<file path="src/verilog/t1_status_defines.svh">
// constants for the t1 signalling and status word block
`ifndef T1_STATUS_DEFINES_SVH
`define T1_STATUS_DEFINES_SVH

// ---------------------------------------------------------------
// clock and timing
// ---------------------------------------------------------------
`define CLK_HZ 50000000
`define REFRESH_MS 96
`define BLUE_WINDOW_US 250
`define REFRESH_CYCLES (`REFRESH_MS * (`CLK_HZ / 1000))
`define BLUE_WINDOW_CYCLES (`BLUE_WINDOW_US * (`CLK_HZ / 1000000))

// ---------------------------------------------------------------
// stream layout
// ---------------------------------------------------------------
`define DS0_CHANNELS 24
`define SLOT_PHASE 5'h03
`define SLOT_PRIMARY 5'h0F
`define SLOT_SECONDARY 5'h1F
`define BIT_LAST 3'h7

// ---------------------------------------------------------------
// channel option word fields, and option and signalling word reset values
// ---------------------------------------------------------------
`define OPT_DATA_BIT 0
`define OPT_LOOP_BIT 1
`define OPT_POLARITY_BIT 2
`define OPT_RESET 8'h04
`define SIG_RESET 8'h00

// ---------------------------------------------------------------
// signalling word fields
// ---------------------------------------------------------------
`define SIG_A_BIT 3
`define SIG_B_BIT 2
`define SIG_C_BIT 1
`define SIG_D_BIT 0

// ---------------------------------------------------------------
// counts
// ---------------------------------------------------------------
`define ERR_GROUP 2'h3
`define PHASE_WRAP 8'h80

`endif

</file>
<file path="src/verilog/t1_status_pkg.sv">
// types shared by the t1 signalling and status word block
package t1_status_pkg;
  typedef logic [7:0] word_t;
  typedef logic [4:0] slot_t;
  typedef enum logic [1:0] {
    SIG_A = 2'h0,
    SIG_B = 2'h1,
    SIG_C = 2'h2,
    SIG_D = 2'h3
  } sig_sel_t;
endpackage

</file>
<file path="src/verilog/word_stream_if.sv">
// valid/ready word stream between the block's own modules
interface word_stream_if #(parameter int WIDTH = 8);
  logic valid;
  logic ready;
  logic [WIDTH-1:0] data;
  modport src (output valid, output data, input ready);
  modport snk (input valid, input data, output ready);
endinterface
</file>
<file path="src/verilog/t1_signalling_and_status_words.sv">
// t1 per-channel control words, signalling insertion and status word streams
//
// Behaviour
// RQ1 - host sends all 24 signalling words every frame; used every sixth frame
// RQ2 - global robbed-bit disable input stops signalling insertion on all channels
// RQ3 - per-channel data enable bit stops signalling insertion on that channel
// RQ4 - polarity bit clear inverts the channel on transmit and receive
// RQ5 - loop bit replaces received channel with transmitted one; transmit unchanged
// RQ6 - host loops back at most one channel at a time
// RQ7 - host keeps internal connection bits and unused signalling bits zero
// RQ8 - A,B,C,D from bits 3..0; C and D ignored outside ESF
// RQ9 - primary bit 7 follows the all-channel bit 2 zero condition
// RQ10 - primary bit 6 set when several alignment candidates seen at sync
// RQ11 - primary bit 5 toggles per 4 framing errors, at most once per 96 ms
// RQ12 - primary bit 4 follows the ESF data link yellow pattern
// RQ13 - primary bit 3 clears once multiframe lock is reached
// RQ14 - primary bit 2 toggles every 256 bipolar violations; the code also holds it 96 ms, dropping violations while a toggle waits
// RQ15 - primary bit 1 toggles on each controlled slip
// RQ16 - primary bit 0 high while not frame synchronised
// RQ17 - secondary bit 7 blue alarm: two all-ones frames out of frame
// RQ18 - secondary bit 6 toggles when phase wraps past either end
// RQ19 - secondary bit 5 holds external status pin sampled once per frame
// RQ20 - secondary bits 4 and 3 toggle every 128 and 64 violations
// RQ21 - secondary bits 2..0 count checksum errors in ESF, wrapping
// RQ22 - phase word holds channel and bit position of marker rise
// RQ23 - all three status words sent in fixed slots every frame
`include "t1_status_defines.svh"

module t1_signalling_and_status_words #(
  parameter int REFRESH_CYCLES = `REFRESH_CYCLES,
  parameter int BLUE_WINDOW_CYCLES = `BLUE_WINDOW_CYCLES,
  parameter int CHANNELS = `DS0_CHANNELS
) (
  // clock and reset
  input wire logic clk,
  input wire logic rst_n,
  // backplane control streams
  input wire logic bus_clock,
  input wire logic frame_pulse_n,
  input wire logic signalling_control_input_stream,
  input wire logic channel_option_input_stream,
  output logic status_output_stream,
  // global controls
  input wire logic global_rbs_disable,
  input wire logic esf_mode,
  // receive conditions from the framer
  input wire logic yellow_pattern_seen,
  input wire logic sync_entered,
  input wire logic multiple_candidates,
  input wire logic framing_error,
  input wire logic extended_yellow_pattern_seen,
  input wire logic multiframe_locked,
  input wire logic violation,
  input wire logic slip_done,
  input wire logic frame_locked,
  input wire logic rx_frame_end,
  input wire logic rx_frame_all_ones,
  input wire logic out_of_frame,
  input wire logic rx_zero_seen,
  input wire logic checksum_error,
  // pins sampled from outside
  input wire logic receive_8khz_marker,
  input wire logic external_status_input,
  // transmit ds0 path
  input wire logic tx_in_valid,
  output logic tx_in_ready,
  input wire t1_status_pkg::word_t tx_in_data,
  input wire t1_status_pkg::slot_t tx_in_channel,
  input wire logic tx_sig_frame,
  input wire t1_status_pkg::sig_sel_t tx_sig_sel,
  output logic tx_out_valid,
  input wire logic tx_out_ready,
  output t1_status_pkg::word_t tx_out_data,
  // receive ds0 path
  input wire logic rx_in_valid,
  input wire t1_status_pkg::word_t rx_in_data,
  input wire t1_status_pkg::slot_t rx_in_channel,
  output logic rx_out_valid,
  output t1_status_pkg::word_t rx_out_data
);
  localparam int RW = $clog2(REFRESH_CYCLES + 1);
  localparam int BW = $clog2(BLUE_WINDOW_CYCLES + 1);

  // ---------------------------------------------------------------
  // pin synchronisers
  // ---------------------------------------------------------------
  logic [5:0] meta_reg;
  logic [5:0] sync_reg;
  logic [1:0] edge_reg;
  logic bclk_s;
  logic fp_n_s;
  logic sig_s;
  logic opt_s;
  logic mark_s;
  logic xst_s;
  logic bclk_rise;
  logic bclk_fall;
  logic mark_rise;

  always_ff @(posedge clk or negedge rst_n) begin
    if (!rst_n) begin
      meta_reg <= 6'h3F;
      sync_reg <= 6'h3F;
      edge_reg <= 2'h3;
    end else begin
      meta_reg <= {bus_clock, frame_pulse_n, signalling_control_input_stream,
                   channel_option_input_stream, receive_8khz_marker, external_status_input};
      sync_reg <= meta_reg;
      edge_reg <= {sync_reg[5], sync_reg[1]};
    end
  end

  assign {bclk_s, fp_n_s, sig_s, opt_s, mark_s, xst_s} = sync_reg;
  assign bclk_rise = bclk_s && !edge_reg[1];
  assign bclk_fall = !bclk_s && edge_reg[1];
  assign mark_rise = mark_s && !edge_reg[0];

  // ---------------------------------------------------------------
  // backplane bit position
  // ---------------------------------------------------------------
  logic [7:0] pos_reg;
  logic frame_pend_reg;
  logic [7:0] pos_next;
  logic frame_start;

  assign pos_next = frame_pend_reg ? 8'h00 : pos_reg + 8'h01;
  assign frame_start = bclk_rise && frame_pend_reg;

  always_ff @(posedge clk or negedge rst_n) begin
    if (!rst_n) begin
      pos_reg <= 8'hFF;
      frame_pend_reg <= 1'b0;
    end else begin
      if (bclk_fall && !fp_n_s) begin
        frame_pend_reg <= 1'b1;
      end else if (bclk_rise) begin
        frame_pend_reg <= 1'b0;
      end
      if (bclk_rise) begin
        pos_reg <= pos_next;
      end
    end
  end

  // ---------------------------------------------------------------
  // control word capture, every frame
  // ---------------------------------------------------------------
  t1_status_pkg::word_t sig_mem [CHANNELS];
  t1_status_pkg::word_t opt_mem [CHANNELS];
  logic [6:0] sig_shift_reg;
  logic [6:0] opt_shift_reg;
  logic slot_ok;

  assign slot_ok = int'(pos_reg[7:3]) < CHANNELS;

  always_ff @(posedge clk or negedge rst_n) begin
    if (!rst_n) begin
      sig_shift_reg <= 7'h00;
      opt_shift_reg <= 7'h00;
      for (int i = 0; i < CHANNELS; i++) begin
        sig_mem[i] <= `SIG_RESET;
        opt_mem[i] <= `OPT_RESET;
      end
    end else if (bclk_fall) begin
      sig_shift_reg <= {sig_shift_reg[5:0], sig_s};
      opt_shift_reg <= {opt_shift_reg[5:0], opt_s};
      // words stored whole, so the host refreshes them every frame (see RQ1)
      if (pos_reg[2:0] == `BIT_LAST && slot_ok) begin
        sig_mem[pos_reg[7:3]] <= {sig_shift_reg, sig_s};
        opt_mem[pos_reg[7:3]] <= {opt_shift_reg, opt_s};
      end
    end
  end

  function automatic t1_status_pkg::word_t opt_of(input t1_status_pkg::slot_t ch);
    opt_of = (int'(ch) < CHANNELS) ? opt_mem[ch] : `OPT_RESET;
  endfunction

  // internal connection bits are not decoded here (see RQ7)
  function automatic t1_status_pkg::word_t invert_by(input t1_status_pkg::word_t w,
                                                     input t1_status_pkg::word_t opt);
    invert_by = opt[`OPT_POLARITY_BIT] ? w : ~w;
  endfunction

  function automatic logic sig_bit(input t1_status_pkg::word_t w,
                                   input t1_status_pkg::sig_sel_t sel, input logic esf);
    case (sel)
      t1_status_pkg::SIG_A: sig_bit = w[`SIG_A_BIT];
      t1_status_pkg::SIG_B: sig_bit = w[`SIG_B_BIT];
      t1_status_pkg::SIG_C: sig_bit = esf ? w[`SIG_C_BIT] : w[`SIG_A_BIT];
      default: sig_bit = esf ? w[`SIG_D_BIT] : w[`SIG_B_BIT];
    endcase
  endfunction

  // ---------------------------------------------------------------
  // transmit path
  // ---------------------------------------------------------------
  word_stream_if #(.WIDTH(8)) tx_fill ();
  word_stream_if #(.WIDTH(8)) tx_drain ();
  t1_status_pkg::word_t tx_opt;
  t1_status_pkg::word_t tx_word;
  t1_status_pkg::word_t loop_word_reg;
  logic rbs_on;

  // a process, so a reloaded option word is seen without a channel change
  always_comb begin
    tx_opt = opt_of(tx_in_channel);
  end
  assign rbs_on = tx_sig_frame && !global_rbs_disable // see RQ2
                  && !tx_opt[`OPT_DATA_BIT]; // see RQ3

  always_comb begin
    tx_word = invert_by(tx_in_data, tx_opt); // see RQ4
    if (rbs_on) begin
      tx_word[0] = sig_bit(sig_mem[tx_in_channel], tx_sig_sel, esf_mode); // see RQ8
    end
  end

  assign tx_fill.valid = tx_in_valid;
  assign tx_fill.data = tx_word;
  assign tx_in_ready = tx_fill.ready;
  assign tx_out_valid = tx_drain.valid;
  assign tx_out_data = tx_drain.data;
  assign tx_drain.ready = tx_out_ready;

  word_buffer #(.WIDTH(8), .DEPTH(2)) tx_buffer (
    .clk(clk),
    .rst_n(rst_n),
    .fill(tx_fill),
    .drain(tx_drain)
  );

  // ---------------------------------------------------------------
  // receive path with loopback
  // ---------------------------------------------------------------
  t1_status_pkg::word_t rx_opt;

  always_comb begin
    rx_opt = opt_of(rx_in_channel);
  end

  // a single loop word is kept, since only one channel may loop (see RQ6)
  always_ff @(posedge clk or negedge rst_n) begin
    if (!rst_n) begin
      loop_word_reg <= 8'h00;
    end else if (tx_in_valid && tx_in_ready && tx_opt[`OPT_LOOP_BIT]) begin
      loop_word_reg <= tx_word;
    end
  end

  always_ff @(posedge clk or negedge rst_n) begin
    if (!rst_n) begin
      rx_out_valid <= 1'b0;
      rx_out_data <= 8'h00;
    end else begin
      rx_out_valid <= rx_in_valid;
      if (rx_in_valid) begin
        rx_out_data <= invert_by(rx_opt[`OPT_LOOP_BIT] ? loop_word_reg : rx_in_data,
                                 rx_opt); // see RQ5
      end
    end
  end

  // ---------------------------------------------------------------
  // primary status flags
  // ---------------------------------------------------------------
  logic mimic_reg;
  logic slip_reg;
  logic [1:0] err_cnt_reg;
  logic err_pend_reg;
  logic err_toggle_reg;
  logic [RW-1:0] err_wait_reg;
  logic [7:0] bpv_cnt_reg;
  logic bpv_pend_reg;
  logic bpv_toggle_reg;
  logic [RW-1:0] bpv_wait_reg;

  always_ff @(posedge clk or negedge rst_n) begin
    if (!rst_n) begin
      mimic_reg <= 1'b0;
      slip_reg <= 1'b0;
    end else begin
      if (sync_entered) begin
        mimic_reg <= multiple_candidates; // see RQ10
      end
      if (slip_done) begin
        slip_reg <= !slip_reg; // see RQ15
      end
    end
  end

  // errors past the fourth are dropped while a toggle waits out the hold
  always_ff @(posedge clk or negedge rst_n) begin
    if (!rst_n) begin
      err_cnt_reg <= 2'h0;
      err_pend_reg <= 1'b0;
      err_toggle_reg <= 1'b0;
      err_wait_reg <= '0;
    end else begin
      if (err_wait_reg != '0) begin
        err_wait_reg <= err_wait_reg - RW'(1);
      end
      if (err_pend_reg && err_wait_reg == '0) begin
        err_toggle_reg <= !err_toggle_reg; // see RQ11
        err_pend_reg <= 1'b0;
        err_wait_reg <= RW'(REFRESH_CYCLES - 1);
      end else if (framing_error && !err_pend_reg) begin
        err_cnt_reg <= err_cnt_reg + 2'h1;
        err_pend_reg <= (err_cnt_reg == `ERR_GROUP);
      end
    end
  end

  // the 256-violation bit keeps the same 96 ms hold as the error bit
  always_ff @(posedge clk or negedge rst_n) begin
    if (!rst_n) begin
      bpv_cnt_reg <= 8'h00;
      bpv_pend_reg <= 1'b0;
      bpv_toggle_reg <= 1'b0;
      bpv_wait_reg <= '0;
    end else begin
      if (bpv_wait_reg != '0) begin
        bpv_wait_reg <= bpv_wait_reg - RW'(1);
      end
      if (bpv_pend_reg && bpv_wait_reg == '0) begin
        bpv_toggle_reg <= !bpv_toggle_reg; // see RQ14
        bpv_pend_reg <= 1'b0;
        bpv_wait_reg <= RW'(REFRESH_CYCLES - 1);
      end else if (violation && !bpv_pend_reg) begin
        bpv_cnt_reg <= bpv_cnt_reg + 8'h01;
        bpv_pend_reg <= (bpv_cnt_reg == 8'hFF);
      end
    end
  end

  // ---------------------------------------------------------------
  // secondary status flags
  // ---------------------------------------------------------------
  logic [7:0] small_cnt_reg;
  logic [2:0] crc_cnt_reg;
  logic xst_reg;
  logic blue_reg;
  logic ones_seen_reg;
  logic zero_in_window_reg;
  logic [BW-1:0] window_reg;
  logic window_end;
  logic blue_set;

  always_ff @(posedge clk or negedge rst_n) begin
    if (!rst_n) begin
      small_cnt_reg <= 8'h00;
      crc_cnt_reg <= 3'h0;
      xst_reg <= 1'b0;
    end else begin
      if (violation) begin
        small_cnt_reg <= small_cnt_reg + 8'h01; // see RQ20
      end
      if (checksum_error && esf_mode) begin
        crc_cnt_reg <= crc_cnt_reg + 3'h1; // see RQ21
      end
      if (frame_start) begin
        xst_reg <= xst_s; // see RQ19
      end
    end
  end

  assign window_end = (window_reg == '0);
  assign blue_set = rx_frame_end && rx_frame_all_ones && ones_seen_reg && out_of_frame;

  // fixed 250 us windows; set wins over a clear in the same cycle
  always_ff @(posedge clk or negedge rst_n) begin
    if (!rst_n) begin
      blue_reg <= 1'b0;
      ones_seen_reg <= 1'b0;
      zero_in_window_reg <= 1'b0;
      window_reg <= BW'(BLUE_WINDOW_CYCLES - 1);
    end else begin
      if (rx_frame_end) begin
        ones_seen_reg <= rx_frame_all_ones;
      end
      window_reg <= window_end ? BW'(BLUE_WINDOW_CYCLES - 1) : window_reg - BW'(1);
      if (window_end) begin
        zero_in_window_reg <= 1'b0;
      end else if (rx_zero_seen) begin
        zero_in_window_reg <= 1'b1;
      end
      if (blue_set) begin
        blue_reg <= 1'b1; // see RQ17
      end else if (window_end && (zero_in_window_reg || rx_zero_seen)) begin
        blue_reg <= 1'b0;
      end
    end
  end

  // ---------------------------------------------------------------
  // phase measurement
  // ---------------------------------------------------------------
  logic [7:0] phase_reg;
  logic ninth_reg;

  function automatic logic wrapped(input logic [7:0] a, input logic [7:0] b);
    wrapped = (a > b) ? ((a - b) > `PHASE_WRAP) : ((b - a) > `PHASE_WRAP);
  endfunction

  always_ff @(posedge clk or negedge rst_n) begin
    if (!rst_n) begin
      phase_reg <= 8'h00;
      ninth_reg <= 1'b0;
    end else if (mark_rise) begin
      phase_reg <= pos_reg; // see RQ22
      if (wrapped(pos_reg, phase_reg)) begin
        ninth_reg <= !ninth_reg; // see RQ18
      end
    end
  end

  // ---------------------------------------------------------------
  // status stream
  // ---------------------------------------------------------------
  t1_status_pkg::word_t primary_line_status;
  t1_status_pkg::word_t secondary_line_status;
  t1_status_pkg::word_t out_word_reg;
  t1_status_pkg::word_t slot_word;

  assign primary_line_status = {yellow_pattern_seen, // see RQ9
                                mimic_reg, err_toggle_reg,
                                extended_yellow_pattern_seen, // see RQ12
                                !esf_mode && !multiframe_locked, // see RQ13
                                bpv_toggle_reg, slip_reg,
                                !frame_locked}; // see RQ16
  assign secondary_line_status = {blue_reg, ninth_reg, xst_reg,
                                  small_cnt_reg[7], small_cnt_reg[6], crc_cnt_reg};

  always_comb begin
    if (pos_next[7:3] == `SLOT_PHASE) begin
      slot_word = phase_reg;
    end else if (pos_next[7:3] == `SLOT_PRIMARY) begin
      slot_word = primary_line_status;
    end else if (pos_next[7:3] == `SLOT_SECONDARY) begin
      slot_word = secondary_line_status;
    end else begin
      slot_word = 8'h00;
    end
  end

  // words latched at slot start so a bit never changes mid-slot
  always_ff @(posedge clk or negedge rst_n) begin
    if (!rst_n) begin
      out_word_reg <= 8'h00;
    end else if (bclk_rise) begin
      if (pos_next[2:0] == 3'h0) begin
        out_word_reg <= slot_word; // see RQ23
      end else begin
        out_word_reg <= {out_word_reg[6:0], 1'b0};
      end
    end
  end

  assign status_output_stream = out_word_reg[7];
endmodule

</file>
<file path="src/verilog/word_buffer.sv">
// small flop fifo with valid and ready on both sides
module word_buffer #(
  parameter int WIDTH = 8,
  parameter int DEPTH = 2
) (
  // clock and reset
  input wire logic clk,
  input wire logic rst_n,
  // streams
  word_stream_if.snk fill,
  word_stream_if.src drain
);
  localparam int PW = (DEPTH > 1) ? $clog2(DEPTH) : 1;
  localparam int CW = $clog2(DEPTH + 1);

  logic [WIDTH-1:0] mem_reg [DEPTH];
  logic [PW-1:0] wr_reg;
  logic [PW-1:0] rd_reg;
  logic [CW-1:0] count_reg;
  logic push;
  logic pop;

  function automatic logic [PW-1:0] bump(input logic [PW-1:0] p);
    bump = (p == PW'(DEPTH - 1)) ? '0 : p + PW'(1);
  endfunction

  assign fill.ready = (count_reg != CW'(DEPTH));
  assign drain.valid = (count_reg != '0);
  assign drain.data = mem_reg[rd_reg];
  assign push = fill.valid && fill.ready;
  assign pop = drain.valid && drain.ready;

  always_ff @(posedge clk) begin
    if (push) begin
      mem_reg[wr_reg] <= fill.data;
    end
  end

  always_ff @(posedge clk or negedge rst_n) begin
    if (!rst_n) begin
      wr_reg <= '0;
      rd_reg <= '0;
      count_reg <= '0;
    end else begin
      if (push) begin
        wr_reg <= bump(wr_reg);
      end
      if (pop) begin
        rd_reg <= bump(rd_reg);
      end
      if (push && !pop) begin
        count_reg <= count_reg + CW'(1);
      end else if (pop && !push) begin
        count_reg <= count_reg - CW'(1);
      end
    end
  end
endmodule

</file>
<file path="config.mk">
export PLATFORM = sky130hd
export DESIGN_NAME = t1_signalling_and_status_words
export DESIGN_NICKNAME = d
export VERILOG_FILES = /design/src/verilog/t1_status_pkg.sv /design/src/verilog/word_stream_if.sv /design/src/verilog/t1_signalling_and_status_words.sv /design/src/verilog/word_buffer.sv
export VERILOG_INCLUDE_DIRS = /design/src /design/src/verilog
export SDC_FILE = /design/constraint.sdc
export NUM_CORES = 1
export LEC_CHECK = 0
export BUFFER_PORTS_ARGS = -buffer_cell sky130_fd_sc_hd__buf_2
export CORE_MARGIN = 2
export CORE_UTILIZATION = 50
export CTS_CLUSTER_SIZE = 12
export DETAILED_ROUTE_END_ITERATION = 10
export GPL_TIMING_DRIVEN = 0
export HOLD_SLACK_MARGIN = 0.06
export PLACE_DENSITY = 0.67
export SLEW_MARGIN = 5
export SYNTH_ARGS = -nofsm -noshare
export SYNTH_HDL_FRONTEND = slang
export SYNTH_SLANG_ARGS = --single-unit
</file>
<file path="constraint.sdc">
create_clock -name clk -period 8.5 [get_ports clk]
set_input_delay 1.7 -clock clk [delete_from_list [all_inputs] [get_ports clk]]
set_output_delay 1.7 -clock clk [all_outputs]
set_load 0.005 [all_outputs]
</file>
==> results.json <==
{
  "status": "completed",
  "grt-ovfl-total": 0,
  "dieArea_um2": 34300,
  "cts-root-buf": "clkbuf_16",
  "worstPathRequired_ns": 8.97,
  "crit_slowest_cell": "clkbuf_1",
  "ctsLongestPathBuffers": 3,
  "largest_reg_flops": 96,
  "syn_inst": 1305,
  "synth-async-reset-ratio_pct": 95.3,
  "drive_above_1_share_pct": 32.3,
  "dr.pass1.iters": 7,
  "synth_ff_type": "dfrtp_1",
  "n_antenna_cell": 0,
  "die-height_um": 185,
  "path_cells": "buf_2, buf_1, clkbuf_1, mux4_2, a22oi_1, nand4b_1, mux2i_1, mux2_2",
  "routed_wl_mm": 36.8,
  "gp_congestion": 0.853,
  "htree_levels": 2,
  "syn-num-nets": 1387,
  "nets": 1501,
  "fin_crit_sh_pct": 52.0,
  "synth_area_leader_cell": "dfrtp_1",
  "worst_pin_slew_ns": 1.05,
  "powerDensity_nw_per_um2": 227,
  "cts_tree": "built",
  "grt_pass1_wl_mm": 58.7,
  "crit_arrival_ns": 4.89,
  "drc_errors": 0,
  "rsz0062_at_grt": "no",
  "clkSlewWorstSetupHoldPaths_ns": 0.06,
  "path_max_fanout": 10,
  "worstSetupPathType": "primary input to flop",
  "p_leak_uw": 0.00837,
  "fmax_mhz": 226,
  "largestRegisters": "sig_mem (96), opt_mem (72)",
  "hold_violations": 0,
  "cts_hold_buf": 0,
  "viasPerCell": 5.73,
  "first_global_vias": 11000,
  "post_drt_wl_per_cell_um": 19.5,
  "final_common_cell": "dfrtp_1",
  "synth_seq_cells": 341,
  "dpl.hpwl_mm": 25.8,
  "min_period_ns": 4.42,
  "port_buffers": 69,
  "synth_area_leaders": "dfrtp_1 (41%), mux2_2 (14%), dfstp_2 (8.5%)",
  "hp-class": "flop to flop",
  "final_util_pct": 57.5,
  "fillers": 2684,
  "fin_tns_setup_ns": 0,
  "antenna_found_initial": 0,
  "start_util_pct": 50.6,
  "grtUsageTotal_pct": 22.1,
  "yosysSeqAreaShare_pct": 52.9,
  "slew_headroom_pct": 29.8,
  "core_area_um2": 32500,
  "critPathMaxStageDelay_ns": 0.67,
  "maxCapViolCount": 0,
  "ys_warn_count": 0,
  "cts_buffers": 38,
  "syn2layout_area_growth_pct": 13.6,
  "grt_max_degree": 117,
  "ys_types": 67,
  "ir_worst_vdd_uv": 159,
  "cts_resized": 0,
  "dieWidth_um": 185,
  "clkLatencyLatePin_ns": 0.53,
  "synth_edf_count": 16,
  "vias": 10800,
  "num_rows": 66,
  "start_kind": "primary input",
  "skew_ns": 0.0244,
  "maxSlewViolCount": 0,
  "syn_avg_cell_area_um2": 12.6,
  "drtIter0Drc": 618,
  "post_cts_buffers": 0,
  "syn_area_um2": 16400,
  "io_pins": 76,
  "ant_nets": 0,
  "setup_violations": 0,
  "max_flop_register": "sig_mem",
  "yosysTopAreaCellShare_pct": 41.5,
  "crit_path_end_kind": "flop",
  "clock_sinks": 341,
  "mostFrequentLayoutCells": "dfrtp_1 (272), mux2_2 (200), nand2_1 (80)"
}
worst max-delay path: cells and delay by family:
family | cells | cell delay (ns)
AO/OA/AOI/OAI | 1 | 0.30
buffers and inverters | 3 | 1.55
multiplexers | 3 | 1.13
AND/OR/NAND/NOR | 1 | 0.19
final timing paths:
| path | cells after the start | start | endpoint | slack, ns |
|---|---|---|---|---|
| min reg2reg | 0 | meta_reg[0]$_DFF_PN1_ | sync_reg[0]$_DFF_PN1_ | 0.36 |
| max | 8 | tx_in_channel[2] | loop_word_reg[0]$_DFFE_PN0P_ | 4.08 |
| min | 0 | meta_reg[0]$_DFF_PN1_ | sync_reg[0]$_DFF_PN1_ | 0.36 |
| max reg2reg | 6 | edge_reg[1]$_DFF_PN1_ | sig_mem[152]$_DFFE_PN0P_ | 5.03 |
| max in group asynchronous | 3 | rst_n | opt_mem[66]$_DFFE_PN1P_ | 6.04 |
| min in group asynchronous | 1 | rst_n | window_reg[11]$_DFF_PN0_ | 1.11 |
logic make-up (layout without fill, tap and decap cells):
| family | after synthesis | in the layout | share of synthesized area (%) |
|---|---|---|---|
| DFF | 341 | 341 | 52.9 |
| and+or+nand+nor | 330 | 330 | 10.3 |
| muxes | 283 | 283 | 22.9 |
| AOI/OAI and AO/OA | 162 | 162 | 6.01 |
| buffers and inverters | 95 | 237 | 2.29 |
| xor gates and xnor gates | 68 | 68 | 3.63 |
| adders and majority gates | 26 | 26 | 2.03 |
synthesized netlist by cell type, types with 6 or more instances:
library cell,count
o21ai_0,44
dfstp_2,53
clkbuf_1,48
nand4_1,9
xor2_1,33
nor3_1,36
and3_1,18
ha_1,25
nand3_1,22
a31oi_1,6
a21oi_1,59
edfxtp_1,16
or3_1,17
inv_1,31
nor2b_1,10
nand2_1,80
a22oi_1,6
dfrtp_1,272
mux2i_1,29
mux4_2,54
xnor2_1,35
or4_1,12
mux2_2,200
nand2b_1,15
nor4_1,8
buf_2,9
o31ai_1,9
nor2_1,70
per-stage QoR:
stage | setup WS (ns) | hold WS [ns] | power [µW] | cell area [µm²] | instances
floorplan | 4.64 | 0.345 | 2450 | 16400 | 1305
global placement | -0.500 | 0.347 | 2670 | 17300 | 1816
detailed placement | 3.63 | 0.349 | 2700 | 17400 | 1821
CTS | 4.16 | 0.358 | 4280 | 18700 | 1889
global route | 3.96 | 0.358 | 4460 | 18700 | 1889
finish | 4.08 | 0.355 | 4240 | 18700 | 1889
layer usage:
metal  part of all wire (%)  track usage (%)  vias to the layer above
li1                       -                -                     4992
met1                     43             29.2                     5510
met2                     49             36.9                      246
met3                    4.7             3.56                       73
met4                    3.1             8.00                        0
met5                      0                0                        -
where the power goes:
group / switching [µW] / leakage [µW] / internal, µW
Combinational: 427 / 0.00348 / 335
Sequential: 107 / 0.00429 / 1790
Clock: 654 / 0.000597 / 920
final cells by class:
class                      count  area, µm²  share of cell area (%)
inverter                      31        116                   0.624
buffer                        64        259                    1.39
timing repair buffer          74        453                    2.43
clock inverter                10       80.1                   0.429
clock buffer                  58       1130                    6.04
tap                          442        553                    2.96
sequential                   341       8680                    46.5
multi-input combinational    869       7390                    39.6
Note: power is estimated with default switching activity, not from simulation.
